`config.mk`:
```
export PLATFORM = sky130hd
export DESIGN_NAME = srx_aux_top
export DESIGN_NICKNAME = d
export VERILOG_FILES = /design/src/core/srx_pkg.sv /design/src/core/srx_frame_if.sv /design/src/core/srx_aux_top.sv /design/src/core/srx_tdm_ser.sv
export VERILOG_INCLUDE_DIRS = /design/src /design/src/core
export SDC_FILE = /design/constraint.sdc
export NUM_CORES = 1
export LEC_CHECK = 0
export ABC_AREA = 1
export BUFFER_PORTS_ARGS = -buffer_cell sky130_fd_sc_hd__buf_2
export CAP_MARGIN = 25
export CORE_ASPECT_RATIO = 1.75
export CORE_MARGIN = 3
export CORE_UTILIZATION = 46
export DETAILED_ROUTE_END_ITERATION = 6
export PLACE_DENSITY = 0.76
export SETUP_SLACK_MARGIN = 0.4
export SKIP_CTS_REPAIR_TIMING = 1
export SYNTH_ARGS = -nofsm -noshare
export SYNTH_HDL_FRONTEND = slang
export SYNTH_SLANG_ARGS = --single-unit
```
`constraint.sdc`:
```
create_clock -name clk -period 1.66 [get_ports clk]
set_clock_uncertainty 0.15 [all_clocks]
set_input_delay 0.166 -clock clk [delete_from_list [all_inputs] [get_ports clk]]
set_output_delay 0.166 -clock clk [all_outputs]
set_load 0.02 [all_outputs]
```
`src/core/srx_consts.svh`:
```
// register indices, field positions, reset values and frame layout constants
`ifndef SRX_CONSTS_SVH
`define SRX_CONSTS_SVH

// ****************************************
// register word indices (byte address is four times the index)
// ****************************************
`define SRX_IDX_RESTART 16'hF604
`define SRX_IDX_LOCK 16'hF605
`define SRX_IDX_AUX_EN 16'hF608
`define SRX_IDX_IRQ_STAT 16'hF6F0
`define SRX_IDX_IRQ_MASK 16'hF6F1
`define SRX_ADDR_W 18

// ****************************************
// field positions and reset values
// ****************************************
`define SRX_RESTART_BIT 0
`define SRX_LOCK_BIT 0
`define SRX_SEL_MSB 3
`define SRX_CLKSRC_BIT 4
`define SRX_IRQ_LOCK 0
`define SRX_IRQ_FRAME 1
`define SRX_RST16 16'h0000
`define SRX_RST_SEL 4'h0

// ****************************************
// output select codes
// ****************************************
`define SRX_SEL_OFF 4'b0000
`define SRX_SEL_P0 4'b0001
`define SRX_SEL_P1 4'b0010
`define SRX_SEL_P2 4'b0100
`define SRX_SEL_P3 4'b1000

// ****************************************
// frame layout
// ****************************************
`define SRX_SLOTS 8
`define SRX_SLOT_BITS 32
`define SRX_FRAME_BITS 256
`define SRX_LAST_BIT 8'hFF

`endif

```
`src/core/srx_pkg.sv`:
```
// types shared by the aux tdm block
package srx_pkg;

  // serializer states, one-hot
  typedef enum logic [2:0] {
    srx_st_idle = 3'b001,
    srx_st_armed = 3'b010,
    srx_st_shift = 3'b100
  } srx_ser_state_e;

  typedef logic [31:0] srx_slot_t;
  typedef logic [3:0] srx_port_t;
  typedef logic [255:0] srx_frame_t;

endpackage : srx_pkg

```
`src/core/srx_frame_if.sv`:
```
// carrier between frame assembly and serializer
`timescale 1ns/1ps
interface srx_frame_if;
  import srx_pkg::*;
  srx_frame_t frame_word;
  logic run;
  logic bit_fall;
  logic frame_rise;
  logic sdata;

  modport src (output frame_word, output run, output bit_fall, output frame_rise, input sdata);
  modport ser (input frame_word, input run, input bit_fall, input frame_rise, output sdata);
endinterface : srx_frame_if

```
`src/core/srx_aux_top.sv`:
```
// s/pdif receiver lock-lost flag and aux tdm output with avalon register slave
//
// Register access over Avalon-MM was chosen for this implementation.
`timescale 1ns/1ps
//
// Function
// - once lock has been held and is then lost, the sticky lock-lost flag goes to 1 and stays there.
// - the lock-lost flag returns to 0 only when a 1 is written to the audio-restart bit.
// - with aux output enabled, the selected port sends an eight-slot tdm stream of decoded data.
// - slot 0 holds the 24 left audio bits then eight zeros.
// - slot 1 holds 20 zeros, left parity, validity, user and status bits, then eight zeros.
// - slot 2 holds 22 zeros, compression type, audio type, then eight zeros.
// - slots 3 and 6 are all 32 zeros.
// - slot 4 holds the 24 right audio bits then eight zeros.
// - slot 5 holds 20 zeros, right parity, validity, user and status bits, then eight zeros.
// - slot 7 holds 23 zeros, the block-start bit, then eight zeros.
// - a four-bit select field picks the output port, 0001 choosing port 0.
// - select 0010, 0100 and 1000 choose ports 1 to 3 and 0000 turns the output off.
// - clock source 0 drives the port clocks from the clocks recovered from the input stream.
// - clock source 1 uses generator three, which software must set up with reference 1110 and source 1.
`include "srx_consts.svh"
module srx_aux_top
  import srx_pkg::*;
(
  // clock and reset
  input wire logic clk,
  input wire logic nrst,
  // avalon-mm slave
  input wire logic [17:0] avs_address,
  input wire logic avs_read,
  input wire logic avs_write,
  input wire logic [31:0] avs_writedata,
  input wire logic [3:0] avs_byteenable,
  output logic [31:0] avs_readdata,
  output logic avs_waitrequest,
  // decoder side, same clock
  input wire logic rx_locked,
  input wire logic [23:0] audio_left,
  input wire logic [23:0] audio_right,
  input wire logic [3:0] aux_left,
  input wire logic [3:0] aux_right,
  input wire logic compr_type,
  input wire logic audio_type,
  input wire logic block_start,
  output logic restart_audio,
  output logic lock_lost_sticky,
  // link clocks, asynchronous
  input wire logic rec_bclk,
  input wire logic rec_lrclk,
  input wire logic gen_bclk,
  input wire logic gen_lrclk,
  // serial output ports
  output logic [3:0] serial_data_output_n,
  output logic [3:0] serial_bit_clock_output_n,
  output logic [3:0] serial_frame_clock_output_n,
  // interrupt
  output logic irq
);

  // ****************************************
  // helpers
  // ****************************************

  // one-hot select codes only; anything else keeps the output quiet
  function automatic srx_port_t port_decode(input logic [3:0] sel);
    srx_port_t p;
    case (sel)
      `SRX_SEL_P0: p = `SRX_SEL_P0;
      `SRX_SEL_P1: p = `SRX_SEL_P1;
      `SRX_SEL_P2: p = `SRX_SEL_P2;
      `SRX_SEL_P3: p = `SRX_SEL_P3;
      default: p = `SRX_SEL_OFF;
    endcase
    return p;
  endfunction : port_decode

  // byte-lane merge of a 16-bit register
  function automatic logic [15:0] lane_merge(input logic [15:0] old_v, input logic [15:0] new_v,
                                             input logic [1:0] be);
    logic [15:0] r;
    r = old_v;
    if (be[0]) r[7:0] = new_v[7:0];
    if (be[1]) r[15:8] = new_v[15:8];
    return r;
  endfunction : lane_merge

  // ****************************************
  // declarations
  // ****************************************
  srx_frame_if fif ();

  logic req;
  logic ack_q;
  logic wr_fire;
  logic [15:0] idx;
  logic [15:0] rd_mux;
  logic [31:0] readdata_q;
  logic [15:0] wr_restart;
  logic [15:0] wr_aux;
  logic restart_q;
  logic [3:0] sel_q;
  logic clksrc_q;
  logic [1:0] irq_stat_q;
  logic [1:0] irq_mask_q;
  logic [1:0] irq_evt;
  logic [1:0] irq_w1c;
  logic lock_lost_q;
  logic locked_q;
  logic lost_evt;
  logic restart_clr;
  logic [3:0] meta_q;
  logic [3:0] sync_q;
  logic bclk_sel;
  logic lr_sel;
  logic bclk_q;
  logic lrclk_q;
  srx_port_t port_en;
  logic aux_run;
  srx_slot_t slot [`SRX_SLOTS];
  srx_frame_t frame_d;
  srx_frame_t frame_q;
  logic [3:0] sdo_q;
  logic [3:0] bco_q;
  logic [3:0] fco_q;

  // ****************************************
  // avalon slave
  // ****************************************

  // fixed one wait state keeps the read mux off the bus critical path
  assign req = avs_read | avs_write;
  assign avs_waitrequest = req & ~ack_q;
  assign wr_fire = avs_write & ack_q;
  assign idx = avs_address[17:2];
  assign avs_readdata = readdata_q;

  always_ff @(posedge clk or negedge nrst) begin
    if (!nrst) begin
      ack_q <= 1'b0;
    end else begin
      ack_q <= req & ~ack_q;
    end
  end

  // read mux; unmapped and reserved bits read zero
  always_comb begin
    rd_mux = `SRX_RST16;
    case (idx)
      `SRX_IDX_RESTART: rd_mux[`SRX_RESTART_BIT] = restart_q;
      `SRX_IDX_LOCK: rd_mux[`SRX_LOCK_BIT] = lock_lost_q;
      `SRX_IDX_AUX_EN: rd_mux[`SRX_CLKSRC_BIT:0] = {clksrc_q, sel_q};
      `SRX_IDX_IRQ_STAT: rd_mux[1:0] = irq_stat_q;
      `SRX_IDX_IRQ_MASK: rd_mux[1:0] = irq_mask_q;
      default: rd_mux = `SRX_RST16;
    endcase
  end

  always_ff @(posedge clk or negedge nrst) begin
    if (!nrst) begin
      readdata_q <= 32'h0000_0000;
    end else if (avs_read && !ack_q) begin
      readdata_q <= {16'h0000, rd_mux};
    end
  end

  // ****************************************
  // control registers
  // ****************************************
  assign wr_restart = lane_merge({15'h0000, restart_q}, avs_writedata[15:0], avs_byteenable[1:0]);
  assign wr_aux = lane_merge({11'h000, clksrc_q, sel_q}, avs_writedata[15:0], avs_byteenable[1:0]);

  // restart bit is an ordinary level; writing 0 back is allowed at any time
  always_ff @(posedge clk or negedge nrst) begin
    if (!nrst) begin
      restart_q <= 1'b0;
    end else if (wr_fire && idx == `SRX_IDX_RESTART) begin
      restart_q <= wr_restart[`SRX_RESTART_BIT];
    end
  end

  assign restart_audio = restart_q;

  // aux output select and clock source
  always_ff @(posedge clk or negedge nrst) begin
    if (!nrst) begin
      sel_q <= `SRX_RST_SEL;
      clksrc_q <= 1'b0;
    end else if (wr_fire && idx == `SRX_IDX_AUX_EN) begin
      sel_q <= wr_aux[`SRX_SEL_MSB:0];
      clksrc_q <= wr_aux[`SRX_CLKSRC_BIT];
    end
  end

  // ****************************************
  // lock-lost flag
  // ****************************************
  assign lost_evt = locked_q & ~rx_locked;
  assign restart_clr = wr_fire & (idx == `SRX_IDX_RESTART) & avs_byteenable[0] & avs_writedata[`SRX_RESTART_BIT];

  always_ff @(posedge clk or negedge nrst) begin
    if (!nrst) begin
      locked_q <= 1'b0;
    end else begin
      locked_q <= rx_locked;
    end
  end

  // a loss in the clearing cycle wins, so no loss is ever hidden
  always_ff @(posedge clk or negedge nrst) begin
    if (!nrst) begin
      lock_lost_q <= 1'b0;
    end else if (lost_evt) begin
      lock_lost_q <= 1'b1;
    end else if (restart_clr) begin
      lock_lost_q <= 1'b0;
    end
  end

  assign lock_lost_sticky = lock_lost_q;

  // ****************************************
  // interrupts
  // ****************************************
  assign irq_evt = {fif.frame_rise & aux_run, lost_evt};
  assign irq_w1c = (wr_fire && idx == `SRX_IDX_IRQ_STAT && avs_byteenable[0]) ? avs_writedata[1:0] : 2'b00;

  // set beats write-one-clear in the same cycle
  always_ff @(posedge clk or negedge nrst) begin
    if (!nrst) begin
      irq_stat_q <= 2'b00;
      irq_mask_q <= 2'b00;
    end else begin
      irq_stat_q <= irq_evt | (irq_stat_q & ~irq_w1c);
      if (wr_fire && idx == `SRX_IDX_IRQ_MASK && avs_byteenable[0]) begin
        irq_mask_q <= avs_writedata[1:0];
      end
    end
  end

  assign irq = |(irq_stat_q & irq_mask_q);

  // ****************************************
  // link clock sampling
  // ****************************************

  // two flops per pin; only sync_q is looked at
  always_ff @(posedge clk or negedge nrst) begin
    if (!nrst) begin
      meta_q <= 4'h0;
      sync_q <= 4'h0;
    end else begin
      meta_q <= {gen_lrclk, gen_bclk, rec_lrclk, rec_bclk};
      sync_q <= meta_q;
    end
  end

  // switching source mid-frame may show a stray edge; the frame edge resyncs
  assign bclk_sel = clksrc_q ? sync_q[2] : sync_q[0];
  assign lr_sel = clksrc_q ? sync_q[3] : sync_q[1];

  always_ff @(posedge clk or negedge nrst) begin
    if (!nrst) begin
      bclk_q <= 1'b0;
      lrclk_q <= 1'b0;
    end else begin
      bclk_q <= bclk_sel;
      lrclk_q <= lr_sel;
    end
  end

  assign port_en = port_decode(sel_q);
  assign aux_run = |port_en;

  assign fif.run = aux_run;
  assign fif.bit_fall = bclk_q & ~bclk_sel;
  assign fif.frame_rise = ~lrclk_q & lr_sel;

  // ****************************************
  // frame assembly
  // ****************************************
  always_comb begin
    slot[0] = {audio_left, 8'h00};
    slot[1] = {20'h0_0000, aux_left, 8'h00};
    slot[2] = {22'h00_0000, compr_type, audio_type, 8'h00};
    slot[3] = 32'h0000_0000;
    slot[4] = {audio_right, 8'h00};
    slot[5] = {20'h0_0000, aux_right, 8'h00};
    slot[6] = 32'h0000_0000;
    slot[7] = {23'h00_0000, block_start, 8'h00};
  end

  // slot 0 at the top so the serializer walks slots in ascending order
  genvar gi;
  generate
    for (gi = 0; gi < `SRX_SLOTS; gi++) begin : g_pack
      assign frame_d[`SRX_FRAME_BITS - 1 - gi * `SRX_SLOT_BITS -: `SRX_SLOT_BITS] = slot[gi];
    end
  endgenerate

  // snapshot at the frame edge so a frame never mixes two samples
  always_ff @(posedge clk or negedge nrst) begin
    if (!nrst) begin
      frame_q <= '0;
    end else if (fif.frame_rise) begin
      frame_q <= frame_d;
    end
  end

  assign fif.frame_word = frame_q;

  srx_tdm_ser u_ser (
    .clk(clk),
    .nrst(nrst),
    .f(fif.ser)
  );

  // ****************************************
  // port routing
  // ****************************************

  // this end drives the port clocks, so the port must be set as master
  always_ff @(posedge clk or negedge nrst) begin
    if (!nrst) begin
      sdo_q <= 4'h0;
      bco_q <= 4'h0;
      fco_q <= 4'h0;
    end else begin
      sdo_q <= port_en & {4{fif.sdata}};
      bco_q <= port_en & {4{bclk_q}};
      fco_q <= port_en & {4{lrclk_q}};
    end
  end

  assign serial_data_output_n = sdo_q;
  assign serial_bit_clock_output_n = bco_q;
  assign serial_frame_clock_output_n = fco_q;

endmodule : srx_aux_top

```
`src/core/srx_tdm_ser.sv`:
```
// msb-first serializer for the eight-slot aux frame
`timescale 1ns/1ps
`include "srx_consts.svh"
module srx_tdm_ser
  import srx_pkg::*;
(
  // clock and reset
  input wire logic clk,
  input wire logic nrst,
  // frame carrier
  srx_frame_if.ser f
);

  srx_ser_state_e state_q;
  logic [7:0] cnt_q;
  logic sdata_q;

  assign f.sdata = sdata_q;

  // ****************************************
  // frame sequencing
  // ****************************************

  // a frame edge always restarts, so a lost bit clock heals at the next frame
  always_ff @(posedge clk or negedge nrst) begin
    if (!nrst) begin
      state_q <= srx_st_idle;
      cnt_q <= 8'h00;
    end else if (!f.run) begin
      state_q <= srx_st_idle;
      cnt_q <= 8'h00;
    end else if (f.frame_rise) begin
      state_q <= srx_st_armed;
      cnt_q <= 8'h00;
    end else begin
      case (state_q)
        srx_st_idle: begin
          state_q <= srx_st_idle;
        end
        srx_st_armed: begin
          if (f.bit_fall) begin
            state_q <= srx_st_shift;
            cnt_q <= 8'h01;
          end
        end
        srx_st_shift: begin
          if (f.bit_fall) begin
            if (cnt_q == `SRX_LAST_BIT) begin
              state_q <= srx_st_idle; // wait for the next frame edge
            end
            cnt_q <= cnt_q + 8'h01;
          end
        end
        default: begin
          state_q <= srx_st_idle;
        end
      endcase
    end
  end

  // ****************************************
  // data bit
  // ****************************************

  // frame_word bit 255 leaves on the first bit clock fall after the frame edge, bit 0 on the 256th
  always_ff @(posedge clk or negedge nrst) begin
    if (!nrst) begin
      sdata_q <= 1'b0;
    end else if (!f.run || state_q == srx_st_idle) begin
      sdata_q <= 1'b0;
    end else if (f.bit_fall && !f.frame_rise) begin
      sdata_q <= f.frame_word[`SRX_LAST_BIT - cnt_q];
    end
  end

endmodule : srx_tdm_ser

```
==> results.md <==
* CP max FO at 12
* Peak Freq at 485 MHz
* Number of synthesized flops with an enable pin at 0
* WS Path Type: reg2reg
* Die height at 149 um
* Root Buffer: clkbuf_16
* Share of cells above drive strength 1 at 0.439
* Via-per-instance ratio at 5.54
* Cell Chain, Critical Path: buf_6 > clkbuf_16 > nand2_1 > nand3_1 > nand3_1 > nand3_1 > nand2_1 > nand2_1 > nand2_1 > nand2_1 > nand2_1 > nand3_1 > nand3_1 > nand2_1 > inv_1
* Comb pwr share at 0.186
* Initial Util at 0.476
* Core box area at 11300 um^2
* P_int at 4570 uW
* CTS buffer count at 9
* Min-delay src: avs_writedata[0]
* Most used cell, CP: nand2_1
* Drt pass-1 iters at 5
* Skew-Pair Late Insertion Delay at 0.35 ns
* ANT cells at 0
* WL per Instance at 18.6 um
* Fill count at 598
* Commonest cells after routing, fill and taps aside: 121 x nand2_1, 106 x buf_2, 105 x dfrtp_1
* Max-slew violations at 0
* Worst Hold End: restart_audio
* Async SR Flop Fraction at 1.00
* Top FF cell, synth: dfrtp_1
* Worst R2R Start: u_ser.cnt_q[0]
* Path type of the worst min-delay path: in2reg
* H-tree Lvls at 3
* First-pass GRT wire length at 19.8 mm
* P&R area growth vs syn at 64.8%
* Clk pwr share at 0.340
* R2R depth at 15
* Switching Share at 0.284
* Nets@finish at 1052
* Final period utilization at 1.24
* Number of synthesized register bits at 111
* Mapped Cells at 667
* Synthesized area at 5380 um^2
* CTS sink count at 111
* Gpl congestion at 0.912
* Largest buffer count on any clock path at 2
* Worst vdd ir at 592 uV
* Setup violators final at 40
* Outcome: complete, but fails checks
* CTS tree: done
* Remaining global-route overflow at 0
* Largest net degree at the start of global routing at 59
* Setup crit start kind: register
* Worst path arrival time at 2.20 ns
* Area after DPL at 6370 um^2
* Final Hold Fails at 0
* CP peak stage delay at 0.46 ns
* Cell Rows at 51
* Drt initial violations at 570
* FF+latch area at 2790 um^2
* Max cap viols at 0
* Clock Pin Slew Worst Setup and Hold Paths at 0.08 ns
* Detail Placement HPWL at 9.26 mm
* Synth warn at 0
* CP required at 1.80 ns
* Tmin final at 2.06 ns
* Post-synth cell types at 38
* R2R Path End: u_ser.f.sdata
* Worst reg-to-reg setup slack at -0.40 ns
* Final Instance Area at 8860 um^2
* Fin util at 0.785
* Post-Place Worst Slack at -0.205 ns
* Post-route ant nets at 0
* Die W at 87.7 um
* RSZ-0062 raised after global routing: true
* Switching pwr at 1810 uW
* Vias in the first global route at 4566
* DRC viols at 0
* Synth Area per Inst at 8.06 um^2
* Reg power frac at 0.475
* LEAKAGE at 0.00443 uW
* Antenna violations before repair at 0
* Commonest non-fill, non-tap cell in the layout: nand2_1
* Failing checks: setup timing
* PwrDens at 720 nW/um^2
* Final setup margin at -0.400 ns
* Sequential-to-total area share from yosys stat at 0.517
* Buffers added on ports at 110
* GRT Overall Usage at 0.189
* I/O pin cnt at 170
* Via count at 5908
* CP Capture Type: register
* Worst hold path depth at 3
* Slowest CP cell: dfrtp_2
* Total Wirelength at 19.8 mm
* Area of the multi-input gates at 2900 um^2
* Die area at 13100 um^2
how the worst max path moves through the flow:
| stage | from | to | slack, ns | cells past startpoint |
|---|---|---|---|---|
| after CTS | sel_q[1] | u_ser.cnt_q[5] | -0.24 | 10 |
| after global placement | sel_q[0] | u_ser.state_q[2] | -0.14 | 10 |
| after floorplan | sel_q[0] | u_ser.cnt_q[0] | -0.07 | 10 |
| after global routing | u_ser.cnt_q[0] | u_ser.f.sdata | -0.51 | 15 |
| after detailed placement | sel_q[1] | u_ser.cnt_q[5] | -0.21 | 10 |
| final | u_ser.cnt_q[0] | u_ser.f.sdata | -0.40 | 15 |
layout make-up:
type | instances | area share
Clock buffer | 11 | 0.0285
Clock inverter | 5 | 0.00494
Inverter | 77 | 0.0340
Multi-Input combinational cell | 455 | 0.327
Sequential cell | 111 | 0.314
Tap cell | 132 | 0.0186
Timing Repair Buffer | 275 | 0.272
power by group through the flow:
stage | Sequential, uW | Combinational [uW] | Clock [uW]
after CTS | 2980 | 663 | 2170
after detailed placement | 3030 | 657 | 0
after global placement | 3020 | 643 | 0
final | 3030 | 1180 | 2170
after global routing | 3050 | 1270 | 2280
after floorplan | 3010 | 460 | 0
worst max-delay path, delay by kind of cell, from the launching register on:
kind                   cells  cell delay, ns
buffers and inverters      3            0.36
DFF                        1            0.46
and+or+nand+nor           12            1.02
sequential cells by signal, indices dropped and copies added, names as in the netlist:
signal	cells
sync_q	4
sel_q	4
irq_mask_q	2
clksrc_q	1
serial_frame_clock_output_n	4
u_ser.f.sdata	1
ack_q	1
fif.frame_word	59
irq_stat_q	2
bclk_q	1
u_ser.cnt_q	8
avs_readdata	5
u_ser.state_q	3
serial_data_output_n	4
serial_bit_clock_output_n	4
locked_q	1
meta_q	4
lrclk_q	1
lock_lost_sticky	1
restart_audio	1
through the flow:
stage          total power (uW)  TNS (ns)  cells  hold slack, ns
6_report                   6380     -5.46   1066          0.0327
5_1_grt                    6600     -7.67   1066          0.0551
4_1_cts                    5810     -2.00    952          -0.409
3_5_place_dp               3690     -1.69    936         -0.0326
3_3_place_gp               3670     -1.22    936         -0.0341
2_1_floorplan              3470    -0.302    693          -0.280
kinds of logic (layout without fill, tap and decap cells):
group	count (synthesis)	after routing	synth area share
AOI/OAI and AO/OA	84	85	0.0907
xor gates and xnor gates	3	3	0.00489
adders and majority gates	1	1	0.00233
buffers and inverters	128	368	0.116
DFF	111	111	0.517
muxes	3	3	0.00628
other	1	27	0.000697
and+or+nand+nor	336	336	0.263
synthesized netlist by cell type (all sizes together) (2+ instances only):
cell type	count	area share
nand2	214	0.15
dfrtp	110	0.51
inv	74	0.052
o21ai	63	0.064
nor2	55	0.041
buf	44	0.057
nand3	44	0.041
nand4	9	0.013
clkbuf	7	0.0049
nor3	7	0.0074
a21oi	6	0.0056
nor4	6	0.0070
o211ai	5	0.0070
o22ai	5	0.0058
clkinv	3	0.0023
mux2	3	0.0063
o21a	2	0.0042
xor2	2	0.0033
metal layers:
layer  up-vias  GRT usage  share of wire
met2       380      0.346           0.54
li1       2591          -              -
met1      2838      0.218           0.34
met4         0     0.0737          0.055
met5         -          0              0
met3        99     0.0216          0.060
Power figures use the tool's default switching activity.
